<file path="src/design/asrx_map.svh">
/*
  Constants for the asynchronous receive front end: oversampling thresholds,
  field positions and widths, all as macros.
  Assumes it is included by bare name from the design files.
*/
`ifndef ASRX_MAP_SVH
`define ASRX_MAP_SVH

`define ASRX_X16_REJECT_LT   8'h07
`define ASRX_X64_REJECT_LT   8'h1f
`define ASRX_X16_ACCEPT_MIN  8'h09
`define ASRX_X64_ACCEPT_MIN  8'h21
`define ASRX_X16_FULL_BIT    8'h10
`define ASRX_X64_FULL_BIT    8'h40
`define ASRX_X16_HALF_BIT    8'h08
`define ASRX_X64_HALF_BIT    8'h20
`define ASRX_FIFO_DEPTH      8
`define ASRX_DATA_BITS       8
`define ASRX_WORD_PERR_BIT   8
`define ASRX_WORD_FERR_BIT   9
`define ASRX_WORD_WIDTH      10

`endif

</file>
<file path="src/design/asrx_pkg.sv">
/*
  Types shared by the receive front end.
  Assumes asrx_map.svh supplies the numeric constants.
*/
package asrx_pkg;
  typedef enum logic [1:0] {
    ASRX_IDLE,
    ASRX_START,
    ASRX_DATA,
    ASRX_STOP
  } asrx_state_t;
  typedef enum logic [1:0] {
    ASRX_PAR_NONE,
    ASRX_PAR_ODD,
    ASRX_PAR_EVEN
  } asrx_par_t;
endpackage : asrx_pkg

</file>
<file path="src/design/asrx_fifo.sv">
/*
  Synchronous FIFO with registered read data and valid/ready on both sides.
  Assumes one clock and a synchronous active-high reset.
*/
`timescale 1ns/1ps
module asrx_fifo #(
  parameter int WIDTH = 10,
  parameter int DEPTH = 8
) (
  input  wire logic             mclk_i,
  input  wire logic             rst_i,
  input  wire logic [WIDTH-1:0] wr_data_i,
  input  wire logic             wr_valid_i,
  output logic                  wr_ready_o,
  output logic      [WIDTH-1:0] rd_data_o,
  output logic                  rd_valid_o,
  input  wire logic             rd_ready_i
);
  localparam int AW = $clog2(DEPTH);
  initial begin
    if (DEPTH < 2 || (1 << AW) != DEPTH) $error("asrx_fifo: DEPTH must be a power of two >= 2");
  end

  logic [WIDTH-1:0] mem_r [DEPTH];
  logic [AW:0]      wp_r, wp_nxt, rp_r, rp_nxt;
  logic [WIDTH-1:0] out_r, out_nxt;
  logic             ov_r, ov_nxt;
  logic             do_wr, do_pop, empty;

  // A word is moved to the output register whenever it is empty or being taken.
  assign empty      = (wp_r == rp_r);
  assign wr_ready_o = !((wp_r[AW] != rp_r[AW]) && (wp_r[AW-1:0] == rp_r[AW-1:0]));
  assign do_wr      = wr_valid_i && wr_ready_o;
  assign do_pop     = !empty && (!ov_r || rd_ready_i);
  assign rd_data_o  = out_r;
  assign rd_valid_o = ov_r;

  // Pointer and output stage next values.
  always_comb begin
    wp_nxt  = do_wr ? wp_r + 1'b1 : wp_r;
    rp_nxt  = do_pop ? rp_r + 1'b1 : rp_r;
    out_nxt = do_pop ? mem_r[rp_r[AW-1:0]] : out_r;
    ov_nxt  = do_pop ? 1'b1 : (rd_ready_i ? 1'b0 : ov_r);
  end

  // Storage has no reset; only pointers and valid need one.
  always_ff @(posedge mclk_i) begin
    if (do_wr) mem_r[wp_r[AW-1:0]] <= wr_data_i;
    if (rst_i) begin
      wp_r  <= '0;
      rp_r  <= '0;
      out_r <= '0;
      ov_r  <= 1'b0;
    end else begin
      wp_r  <= wp_nxt;
      rp_r  <= rp_nxt;
      out_r <= out_nxt;
      ov_r  <= ov_nxt;
    end
  end
endmodule : asrx_fifo

</file>
<file path="src/design/asrx_front.sv">
/*
  Asynchronous receive front end: start bit validation at 16x or 64x
  oversampling, character assembly, parity and break handling, and a FIFO
  of received words toward the host side.
  Assumes rx_serial_i and rx_sample_clock_i are already synchronous to mclk_i;
  one oversampling period is one rising edge of rx_sample_clock_i.
  A break is a frame whose data, parity and stop slots were all low; the
  receiver keeps assembling frames while the line stays low, so a break end
  can land in any slot of a frame that started inside the break.
*/
// Contract
// - At 16x, a low pulse under 7 sample periods is discarded.
// - At 64x, a low pulse under 31 sample periods is discarded.
// - At 16x, low lasting 9 to 16 periods is a valid start bit.
// - At 64x, low lasting 33 to 64 periods is a valid start bit.
// - Exactly 8 or 32 periods is handled deterministically, never mid-frame ready.
// - Break ending between last data bit and parity sets the parity error flag.
// - In that break-end case no character-ready is given for the frame.
// - That parity flag stays set through the next normal character.
`timescale 1ns/1ps
`include "asrx_map.svh"
module asrx_front #(
  parameter int FIFO_DEPTH = `ASRX_FIFO_DEPTH
) (
  input  wire logic                        mclk_i,
  input  wire logic                        rst_i,
  input  wire logic                        rx_sample_clock_i,
  input  wire logic                        rx_serial_i,
  input  wire logic                        mode_x64_i,
  input  wire logic [1:0]                  parity_mode_i,
  input  wire logic                        perr_clear_i,
  output logic                             char_valid_o,
  input  wire logic                        char_ready_i,
  output logic [`ASRX_WORD_WIDTH-1:0]      char_word_o,
  output logic                             parity_err_o,
  output logic                             overrun_o,
  output logic                             break_o
);
  initial begin
    if (FIFO_DEPTH < 2) $error("asrx_front: FIFO_DEPTH too small");
  end

  asrx_pkg::asrx_state_t                st_r, st_nxt;
  logic                                 clk_d_r, clk_d_nxt;
  logic                                 tick;
  logic [7:0]                           cnt_r, cnt_nxt;
  logic [3:0]                           bit_r, bit_nxt;
  logic [`ASRX_DATA_BITS-1:0]           sh_r, sh_nxt;
  logic                                 par_bit_r, par_bit_nxt;
  logic                                 brk_r, brk_nxt;
  // Set once a whole frame was seen low, so that a plain all-zero character
  // with a high parity bit is not mistaken for the end of a break unless the break ended before the next start bit was accepted.
  logic                                 brk_seen_r, brk_seen_nxt;
  logic                                 perr_r, perr_nxt;
  logic                                 ovr_r, ovr_nxt;
  logic                                 push;
  logic [`ASRX_WORD_WIDTH-1:0]          push_word;
  logic                                 fifo_wr_ready;
  logic [7:0]                           half_cnt, full_cnt;
  logic                                 has_par, calc_par;

  // Edge of the oversampling clock acts as one sample period.
  assign tick      = rx_sample_clock_i && !clk_d_r;
  assign clk_d_nxt = rx_sample_clock_i;
  // Midpoint checks land on 8 or 32 periods, so a pulse of 8 or 32 low is
  // still low at the check and is accepted as a whole start bit every time.
  assign half_cnt  = mode_x64_i ? `ASRX_X64_HALF_BIT : `ASRX_X16_HALF_BIT;
  assign full_cnt  = mode_x64_i ? `ASRX_X64_FULL_BIT : `ASRX_X16_FULL_BIT;
  assign has_par   = (parity_mode_i != 2'(asrx_pkg::ASRX_PAR_NONE));
  assign calc_par  = (^sh_r) ^ (parity_mode_i == 2'(asrx_pkg::ASRX_PAR_ODD));

  // Receive sequence: start check, data bits, optional parity, stop.
  always_comb begin
    st_nxt      = st_r;
    cnt_nxt     = cnt_r;
    bit_nxt     = bit_r;
    sh_nxt      = sh_r;
    par_bit_nxt = par_bit_r;
    brk_nxt     = brk_r;
    brk_seen_nxt = brk_seen_r;
    perr_nxt    = perr_clear_i ? 1'b0 : perr_r;
    ovr_nxt     = ovr_r;
    push        = 1'b0;
    push_word   = {perr_r, sh_r, 1'b0} >> 1;
    case (st_r)
      asrx_pkg::ASRX_IDLE: begin
        cnt_nxt = '0;
        if (tick && !rx_serial_i) begin
          st_nxt  = asrx_pkg::ASRX_START;
          cnt_nxt = 8'h01;
        end
      end
      asrx_pkg::ASRX_START: begin
        if (tick) begin
          // Short pulses return high before the midpoint and are dropped.
          if (rx_serial_i) begin
            st_nxt = asrx_pkg::ASRX_IDLE;
          end else if (cnt_r == half_cnt - 8'h01) begin
            // Line still low at the midpoint: a start bit is accepted.
            st_nxt  = asrx_pkg::ASRX_DATA;
            cnt_nxt = '0;
            bit_nxt = '0;
            brk_nxt = 1'b1;
          end else begin
            cnt_nxt = cnt_r + 8'h01;
          end
        end
      end
      asrx_pkg::ASRX_DATA: begin
        if (tick) begin
          cnt_nxt = cnt_r + 8'h01;
          if (cnt_r == full_cnt - 8'h01) begin
            cnt_nxt = '0;
            brk_nxt = brk_r && !rx_serial_i;
            if (bit_r < 4'(`ASRX_DATA_BITS)) begin
              sh_nxt = {rx_serial_i, sh_r[`ASRX_DATA_BITS-1:1]};
              if (bit_r == 4'(`ASRX_DATA_BITS) - 4'h1 && !has_par) st_nxt = asrx_pkg::ASRX_STOP;
            end else begin
              par_bit_nxt = rx_serial_i;
              st_nxt      = asrx_pkg::ASRX_STOP;
              // Line rose at the parity slot after an all-low frame: break ended.
              if (brk_seen_r && brk_r && rx_serial_i) begin
                perr_nxt     = 1'b1;
                brk_seen_nxt = 1'b0;
                st_nxt   = asrx_pkg::ASRX_IDLE;
              end else if (rx_serial_i != calc_par) begin
                perr_nxt = 1'b1;
              end
            end
            bit_nxt = bit_r + 4'h1;
          end
        end
      end
      asrx_pkg::ASRX_STOP: begin
        if (tick) begin
          cnt_nxt = cnt_r + 8'h01;
          if (cnt_r == full_cnt - 8'h01) begin
            st_nxt = asrx_pkg::ASRX_IDLE;
            if (brk_r && !rx_serial_i) begin
              brk_nxt      = 1'b1;
              brk_seen_nxt = 1'b1;
            end else begin
              brk_nxt      = 1'b0;
              brk_seen_nxt = 1'b0;
              // Flag is sticky: it stays in the word until cleared.
              push      = 1'b1;
              push_word = {!rx_serial_i, perr_nxt, sh_r};
              if (!fifo_wr_ready) ovr_nxt = 1'b1;
            end
          end
        end
      end
      default: st_nxt = asrx_pkg::ASRX_IDLE;
    endcase
    if (perr_clear_i && push) perr_nxt = perr_nxt; // No effect; a parity-slot set in DATA overrides a clear in the same cycle.
  end

  // Registers only.
  always_ff @(posedge mclk_i) begin
    if (rst_i) begin
      st_r      <= asrx_pkg::ASRX_IDLE;
      clk_d_r   <= 1'b0;
      cnt_r     <= '0;
      bit_r     <= '0;
      sh_r      <= '0;
      par_bit_r <= 1'b0;
      brk_r     <= 1'b0;
      brk_seen_r <= 1'b0;
      perr_r    <= 1'b0;
      ovr_r     <= 1'b0;
    end else begin
      st_r      <= st_nxt;
      clk_d_r   <= clk_d_nxt;
      cnt_r     <= cnt_nxt;
      bit_r     <= bit_nxt;
      sh_r      <= sh_nxt;
      par_bit_r <= par_bit_nxt;
      brk_r     <= brk_nxt;
      brk_seen_r <= brk_seen_nxt;
      perr_r    <= perr_nxt;
      ovr_r     <= ovr_nxt;
    end
  end

  assign parity_err_o = perr_r;
  assign overrun_o    = ovr_r;
  assign break_o      = brk_r && (st_r == asrx_pkg::ASRX_STOP);

  // A full FIFO drops the word and raises overrun rather than stalling the line.
  asrx_fifo #(
    .WIDTH (`ASRX_WORD_WIDTH),
    .DEPTH (FIFO_DEPTH)
  ) u_fifo (
    .mclk_i     (mclk_i),
    .rst_i      (rst_i),
    .wr_data_i  (push_word),
    .wr_valid_i (push),
    .wr_ready_o (fifo_wr_ready),
    .rd_data_o  (char_word_o),
    .rd_valid_o (char_valid_o),
    .rd_ready_i (char_ready_i)
  );
endmodule : asrx_front

</file>
<file path="config.mk">
export PLATFORM = sky130hd
export DESIGN_NAME = asrx_front
export DESIGN_NICKNAME = d
export VERILOG_FILES = /design/src/design/asrx_pkg.sv /design/src/design/asrx_fifo.sv /design/src/design/asrx_front.sv
export VERILOG_INCLUDE_DIRS = /design/src /design/src/design
export SDC_FILE = /design/constraint.sdc
export NUM_CORES = 1
export LEC_CHECK = 0
export BUFFER_PORTS_ARGS = -buffer_cell sky130_fd_sc_hd__buf_2
export CAP_MARGIN = 40
export CORE_MARGIN = 10
export CORE_UTILIZATION = 40
export DETAILED_ROUTE_END_ITERATION = 10
export PLACE_DENSITY = 0.55
export SLEW_MARGIN = 20
export SYNTH_ARGS = -nofsm -noshare
export SYNTH_HDL_FRONTEND = slang
export SYNTH_SLANG_ARGS = --single-unit
</file>
<file path="constraint.sdc">
create_clock -name mclk_i -period 4 [get_ports mclk_i]
set_input_delay 0.2 -clock mclk_i [delete_from_list [all_inputs] [get_ports mclk_i]]
set_output_delay 0.2 -clock mclk_i [all_outputs]
set_load 0.05 [all_outputs]
</file>
* Word-level counts from Yosys, hierarchy flattened *
Memory sizes are Yosys's and may differ from the RTL's. A register that Yosys moved wholly into a read port is not among the register bits.
Index checks and enable logic that the tools add are counted.

cells by class
  muxes and demuxes = 61
  reduce and logical (&&, ||, !) cells = 31
  $add $sub $neg = 6
  bitwise operators = 2
  eq/ne operators = 23
  magnitude comparators = 1

operator list
  operator                                          count
  2-to-1 mux 8 bit                                  6
  2-to-1 mux 10 bit                                 4
  case mux 8 bit (4 select lines)                   1
  2-to-1 mux 1 bit                                  28
  2-to-1 mux 2 bit                                  11
  2-to-1 mux 4 bit                                  5
  != test 2 bit, second input constant              10
  equality test 8 bit                               2
  AND reduction 8 bit                               2
  adder 4 x 1 -> 4 bit, second input constant       3
  logical AND 1 bit                                 10
  adder 8 x 1 -> 8 bit, second input constant       1
  case mux 2 bit (4 select lines)                   1
  case mux 4 bit (2 select lines)                   1
  AND reduction 4 bit                               2
  nonzero test 2 bit                                4
  parity 8 bit                                      1
  subtractor 7 x 1 -> 8 bit, second input constant  1
  2-to-1 mux 7 bit                                  1
  AND reduction 7 bit                               1
  subtractor 6 x 1 -> 7 bit, second input constant  1
  zero test 1 bit                                   6
  2-to-1 mux 6 bit                                  1
  != test 3 bit, second input constant              2
  other kinds (16)                                  19

word-level totals
  output and inout bits = 14
  input port bits = 9
  bits in registers = 36
  bits in writable memories = 80
  memories kept = 1
  word-level logic and storage cells = 137

memory list
  name          depth  width  rd ports  clocked after Yosys merged registers in  write ports  RTL line         RTL
  u_fifo.mem_r  8      10     1         1                                        1            asrx_fifo.sv:24  logic [WIDTH-1:0] mem_r [DEPTH];

* Logic depth before layout (Yosys ltp) *
  word-level depth = 9
  mapped depth = 8
  depth with buffers taken out = 6

* Modules after synthesis *
From an unflattened synthesis, not the netlist that was laid out.

second synthesis, totals
  cell total of the unflattened synthesis = 385
  area total of the unflattened synthesis = 5439.0 sq um

by module, submodules not included
  module      cells an instance  times used  sequential area each (sq um)  area an instance (sq um)
  asrx_fifo   214                1           2782.7                        3916.3
  asrx_front  171                1           540.5                         1522.7

* Worst setup path after synthesis *
Ideal clock, no wire load.

  path type = register to register
  start = reg cnt_r[0]
  end = mem u_fifo.mem_r[0][0] (enable)
  required time = 3.610 ns
  arrival = 2.596 ns
  period minus slack after synthesis = 2.985 ns
  stages on the path, launching flop included = 8
  setup time = 0.390 ns
  slack = 1.015 ns
  path buffers = 1
  cells stage by stage = dfxtp_1 -> ha_1 -> nand3_1 -> or4_1 -> clkbuf_2 -> nor4_1 -> nand2b_1 -> nor3_1

between the ends
  word-level cells in the longest chain between the ends = 7

ends and longest elaborated chain
  element                                 RTL line           RTL
  from (decl)                             asrx_front.sv:46   logic [7:0] cnt_r, cnt_nxt;
  from (signal assigned)                  asrx_front.sv:174  cnt_r <= cnt_nxt;
  equality test 8 bit                     asrx_front.sv:137  if (cnt_r == full_cnt - 8'h01) begin
  2-to-1 mux 1 bit                        asrx_front.sv:137
  2-to-1 mux 1 bit                        asrx_front.sv:135  if (tick) begin
  2-to-1 mux 1 bit                        asrx_front.sv:85   case (st_r)
  logical AND 1 bit                       asrx_fifo.sv:33    assign do_wr = wr_valid_i && wr_ready_o;
  2-to-1 mux 1 bit                        asrx_fifo.sv:48    if (do_wr) mem_r[wp_r[AW-1:0]] <= wr_data_i;
  2-to-1 mux 1 bit (not written as such)  asrx_fifo.sv:48
  to (decl)                               asrx_fifo.sv:24

No other way between the ends.

* Final worst setup path *
  start = reg cnt_r[0]
  end = mem u_fifo.mem_r[2][6] (enable)

Same word-level chain as after synthesis.

==> impl_metrics.sql <==
INSERT INTO impl_metrics (metric_group, metric, value, unit) VALUES
('critical_path', 'worst_ep_arrival_time', '2910', 'ps'),
('sta', 'setup_tns', '0', 'ps'),
('synth', 'syn_nets', '401', ''),
('cells_and_area', 'antenna_cells_inserted', '0', ''),
('placed_design', 'gp_routability_congestion', '0.747', ''),
('placed_design', 'port_buffers', '22', ''),
('detailed_routing', 'dr.pass1.iters', '4', ''),
('critical_path', 'setup.reg_to_reg.worst_slack', '1200', 'ps'),
('global_routing', 'antenna_found_initial', '0', ''),
('sta', 'grt_setup_unrepaired', 'no', ''),
('placed_design', 'dp.final_hpwl', '6820', 'um'),
('power', 'reported_net_switching_power', '0.690', 'mW'),
('floorplan', 'fp.dieW', '135', 'um'),
('detailed_routing', 'drt.antenna.violating_nets', '0', ''),
('critical_path', 'ff2ff_path_depth', '7', ''),
('sta', 'clock.fmax', '357', 'MHz'),
('sta', 'worst-slew-pin-transition', '815', 'ps'),
('floorplan', 'placementRows', '41', ''),
('clocking', 'clock_insertion_delay_worst_skew', '410', 'ps'),
('sta', 'worst_slew_margin_rel', '45.2', '%'),
('power', 'ir_worst_vdd', '0.000252', 'V'),
('floorplan', 'core-area', '0.0128', 'mm^2'),
('synth', 'synth_edf_count', '80', ''),
('sta', 'final_max_slew_viol_count', '0', ''),
('synth', 'yosysSeqAreaShare', '63.0', '%'),
('global_routing', 'grt_start_max_net_pins', '39', ''),
('floorplan', 'design.die.area', '0.0182', 'mm^2'),
('floorplan', 'ioPinCount', '23', ''),
('critical_path', 'reg2reg_from', 'cnt_r[0]', ''),
('clocking', 'ctsHoldBuffers', '0', ''),
('clocking', 'clkTransAtPathRegs', '60', 'ps'),
('clocking', 'tritoncts_clock_tree', 'built', ''),
('clocking', 'htreeDepth', '4', ''),
('global_routing', 'grt_pass1_vias', '3106', ''),
('detailed_routing', 'drt_first_iter_violations', '204', ''),
('critical_path', 'startpoint', 'cnt_r[0]', ''),
('min_path', 'hold_class', 'in2reg', ''),
('critical_path', 'timing_worst_setup_path_type', 'reg2reg', ''),
('cells_and_area', 'synthToLayoutAreaGrowth', '17.8', '%'),
('sta', 'finalClockSkew', '10.3', 'ps'),
('synth', 'yosys_warnings', '0', ''),
('synth', 'post_synth_inst_count', '388', ''),
('synth', 'yosys-top-cells-count', 'edfxtp_1, dfxtp_1, nor2_1', ''),
('synth', 'postSynthAreaPerCell', '13.6', 'um^2'),
('outcome', 'run_status', 'finished, final reports clean', ''),
('synth', 'number_of_storage_elements_in_the_synthesis_netlist', '126', ''),
('sta', 'timing.final.crit_share', '70.0', '%'),
('synth', 'asr_flop_ratio_synth', '0', '%'),
('cells_and_area', 'final_cell_area', '0.00621', 'mm^2'),
('critical_path', 'critPathLaunchType', 'flip-flop', ''),
('power', 'p_clk_share', '49.6', '%'),
('power', 'cellPowerDensity', '515', 'mW/mm^2'),
('floorplan', 'die_h', '135', 'um'),
('critical_path', 'setup.worst_path.end_class', 'flip-flop', ''),
('sta', 'finalWorstPathRequiredPeriod', '2800', 'ps'),
('critical_path', 'required', '4110', 'ps'),
('clocking', 'cts_resized', '0', ''),
('clocking', 'postCtsSetupRepairBufs', '0', ''),
('global_routing', 'grt_overflow_total', '0', ''),
('detailed_routing', 'average_detailed_routed_wire_length_per_instance', '16.7', 'um'),
('critical_path', 'endpoint', 'u_fifo.mem_r[2][6]', ''),
('clocking', 'clock_sink_count', '126', ''),
('clocking', 'cts_max_path_buffers', '2', ''),
('synth', 'yosysMostFrequentCell', 'edfxtp_1', ''),
('synth', 'yosys.area.top_type', 'edfxtp_1', ''),
('power', 'intPower', '2.51', 'mW'),
('synth', 'top_cells_by_area_in_the_synthesized_netlist', 'edfxtp_1, dfxtp_1, mux4_2', ''),
('power', 'power.share.sequential', '43.8', '%'),
('global_routing', 'first_pass_grt_wire_length', '16600', 'um'),
('power', 'power_frac_comb', '6.6', '%'),
('cells_and_area', 'drive_gt1_share', '20.3', '%');
[metrics by stage]
| stage | hold slack [ps] | instances | setup WS (ps) | total power [mW] | utilization (%) |
|---|---|---|---|---|---|
| 3_5_place_dp | 465 | 570 | 883 | 1.65 | 43.7 |
| 3_3_place_gp | 460 | 570 | 979 | 1.64 | 43.7 |
| 6_report | 80.3 | 605 | 1200 | 3.20 | 48.6 |
| 4_1_cts | 68.0 | 602 | 856 | 3.24 | 48.5 |
| 5_1_grt | 87.1 | 605 | 952 | 3.33 | 48.6 |
| 2_1_floorplan | 284 | 388 | 1010 | 1.60 | - |
[flip-flops by register name, summed over array words and instances, names as in the netlist]
signal / flops
u_fifo.wp_r: 4
u_fifo.rd_valid_o: 1
bit_r: 4
u_fifo.rd_data_o: 10
st_r: 2
u_fifo.rp_r: 4
cnt_r: 8
sh_r: 8
overrun_o: 1
brk_r: 1
clk_d_r: 1
u_fifo.mem_r: 80
parity_err_o: 1
brk_seen_r: 1
[worst max-delay path, cell delays in order (launching register included)]
cell and delay [ps]:
dfxtp_1 370, ha_1 210, nand3_1 180, or4_1 630, nor4_1 490, nand2b_1 200, nor2_1 200, buf_4 210
[logic make-up after synthesis]
group           share of synthesized area, %
simple gates                            10.7
xor+xnor                                4.41
mux                                     12.5
flops                                   63.0
fa+ha+maj                              0.949
buf+inv                                 2.35
compound gates                          6.10
[metal layers]
layer	wire length (um)	GRT usage, %	vias up
li1	-	-	1529
met3	468	4.45	12
met4	182	5.86	0
met5	0	0	-
met1	4620	14.8	1522
met2	4820	17.9	69
[power by group through the flow]
stage,clock network (mW),registers (mW),logic [mW]
after floorplan,0,1.48,0.115
after global placement,0,1.43,0.215
after detailed placement,0,1.43,0.217
after CTS,1.62,1.40,0.216
after global routing,1.69,1.41,0.235
final,1.59,1.40,0.212
[worst min path at each step]
stage          cells after the start  slack (ps)               from  endpoint
2_1_floorplan                      1         280              rst_i   clk_d_r
3_3_place_gp                       2         460           cnt_r[1]  cnt_r[1]
3_5_place_dp                       2         460           cnt_r[1]  cnt_r[1]
4_1_cts                            2          70  rx_sample_clock_i   clk_d_r
5_1_grt                            2          90  rx_sample_clock_i   clk_d_r
6_report                           2          80  rx_sample_clock_i   clk_d_r
[layout make-up]
cell class | count | area (um^2) | share of cell area [%]
sequential | 126 | 3320 | 53.5
multi-input combinational | 235 | 1840 | 29.5
clock buffer | 21 | 450 | 7.25
tap | 172 | 215 | 3.46
timing repair buffer | 35 | 205 | 3.30
clock inverter | 11 | 165 | 2.66
inverter | 5 | 18.8 | 0.302
[cell usage in the layout (no fill, tap or decap), types with 5 or more instances in the layout]
| cell type | count |
|---|---|
| mux4_2 | 20 |
| nor2_1 | 46 |
| a21oi_1 | 13 |
| dfxtp_1 | 46 |
| xor2_1 | 10 |
| buf_4 | 12 |
| o21ai_0 | 5 |
| nand2_1 | 19 |
| clkbuf_16 | 17 |
| inv_1 | 5 |
| nand2b_1 | 6 |
| nand3_1 | 10 |
| a211oi_1 | 10 |
| nor3_1 | 13 |
| xnor2_1 | 14 |
| nor2b_1 | 5 |
| mux2i_1 | 21 |
| buf_2 | 23 |
| edfxtp_1 | 80 |
(Power assumes the default switching activity.)
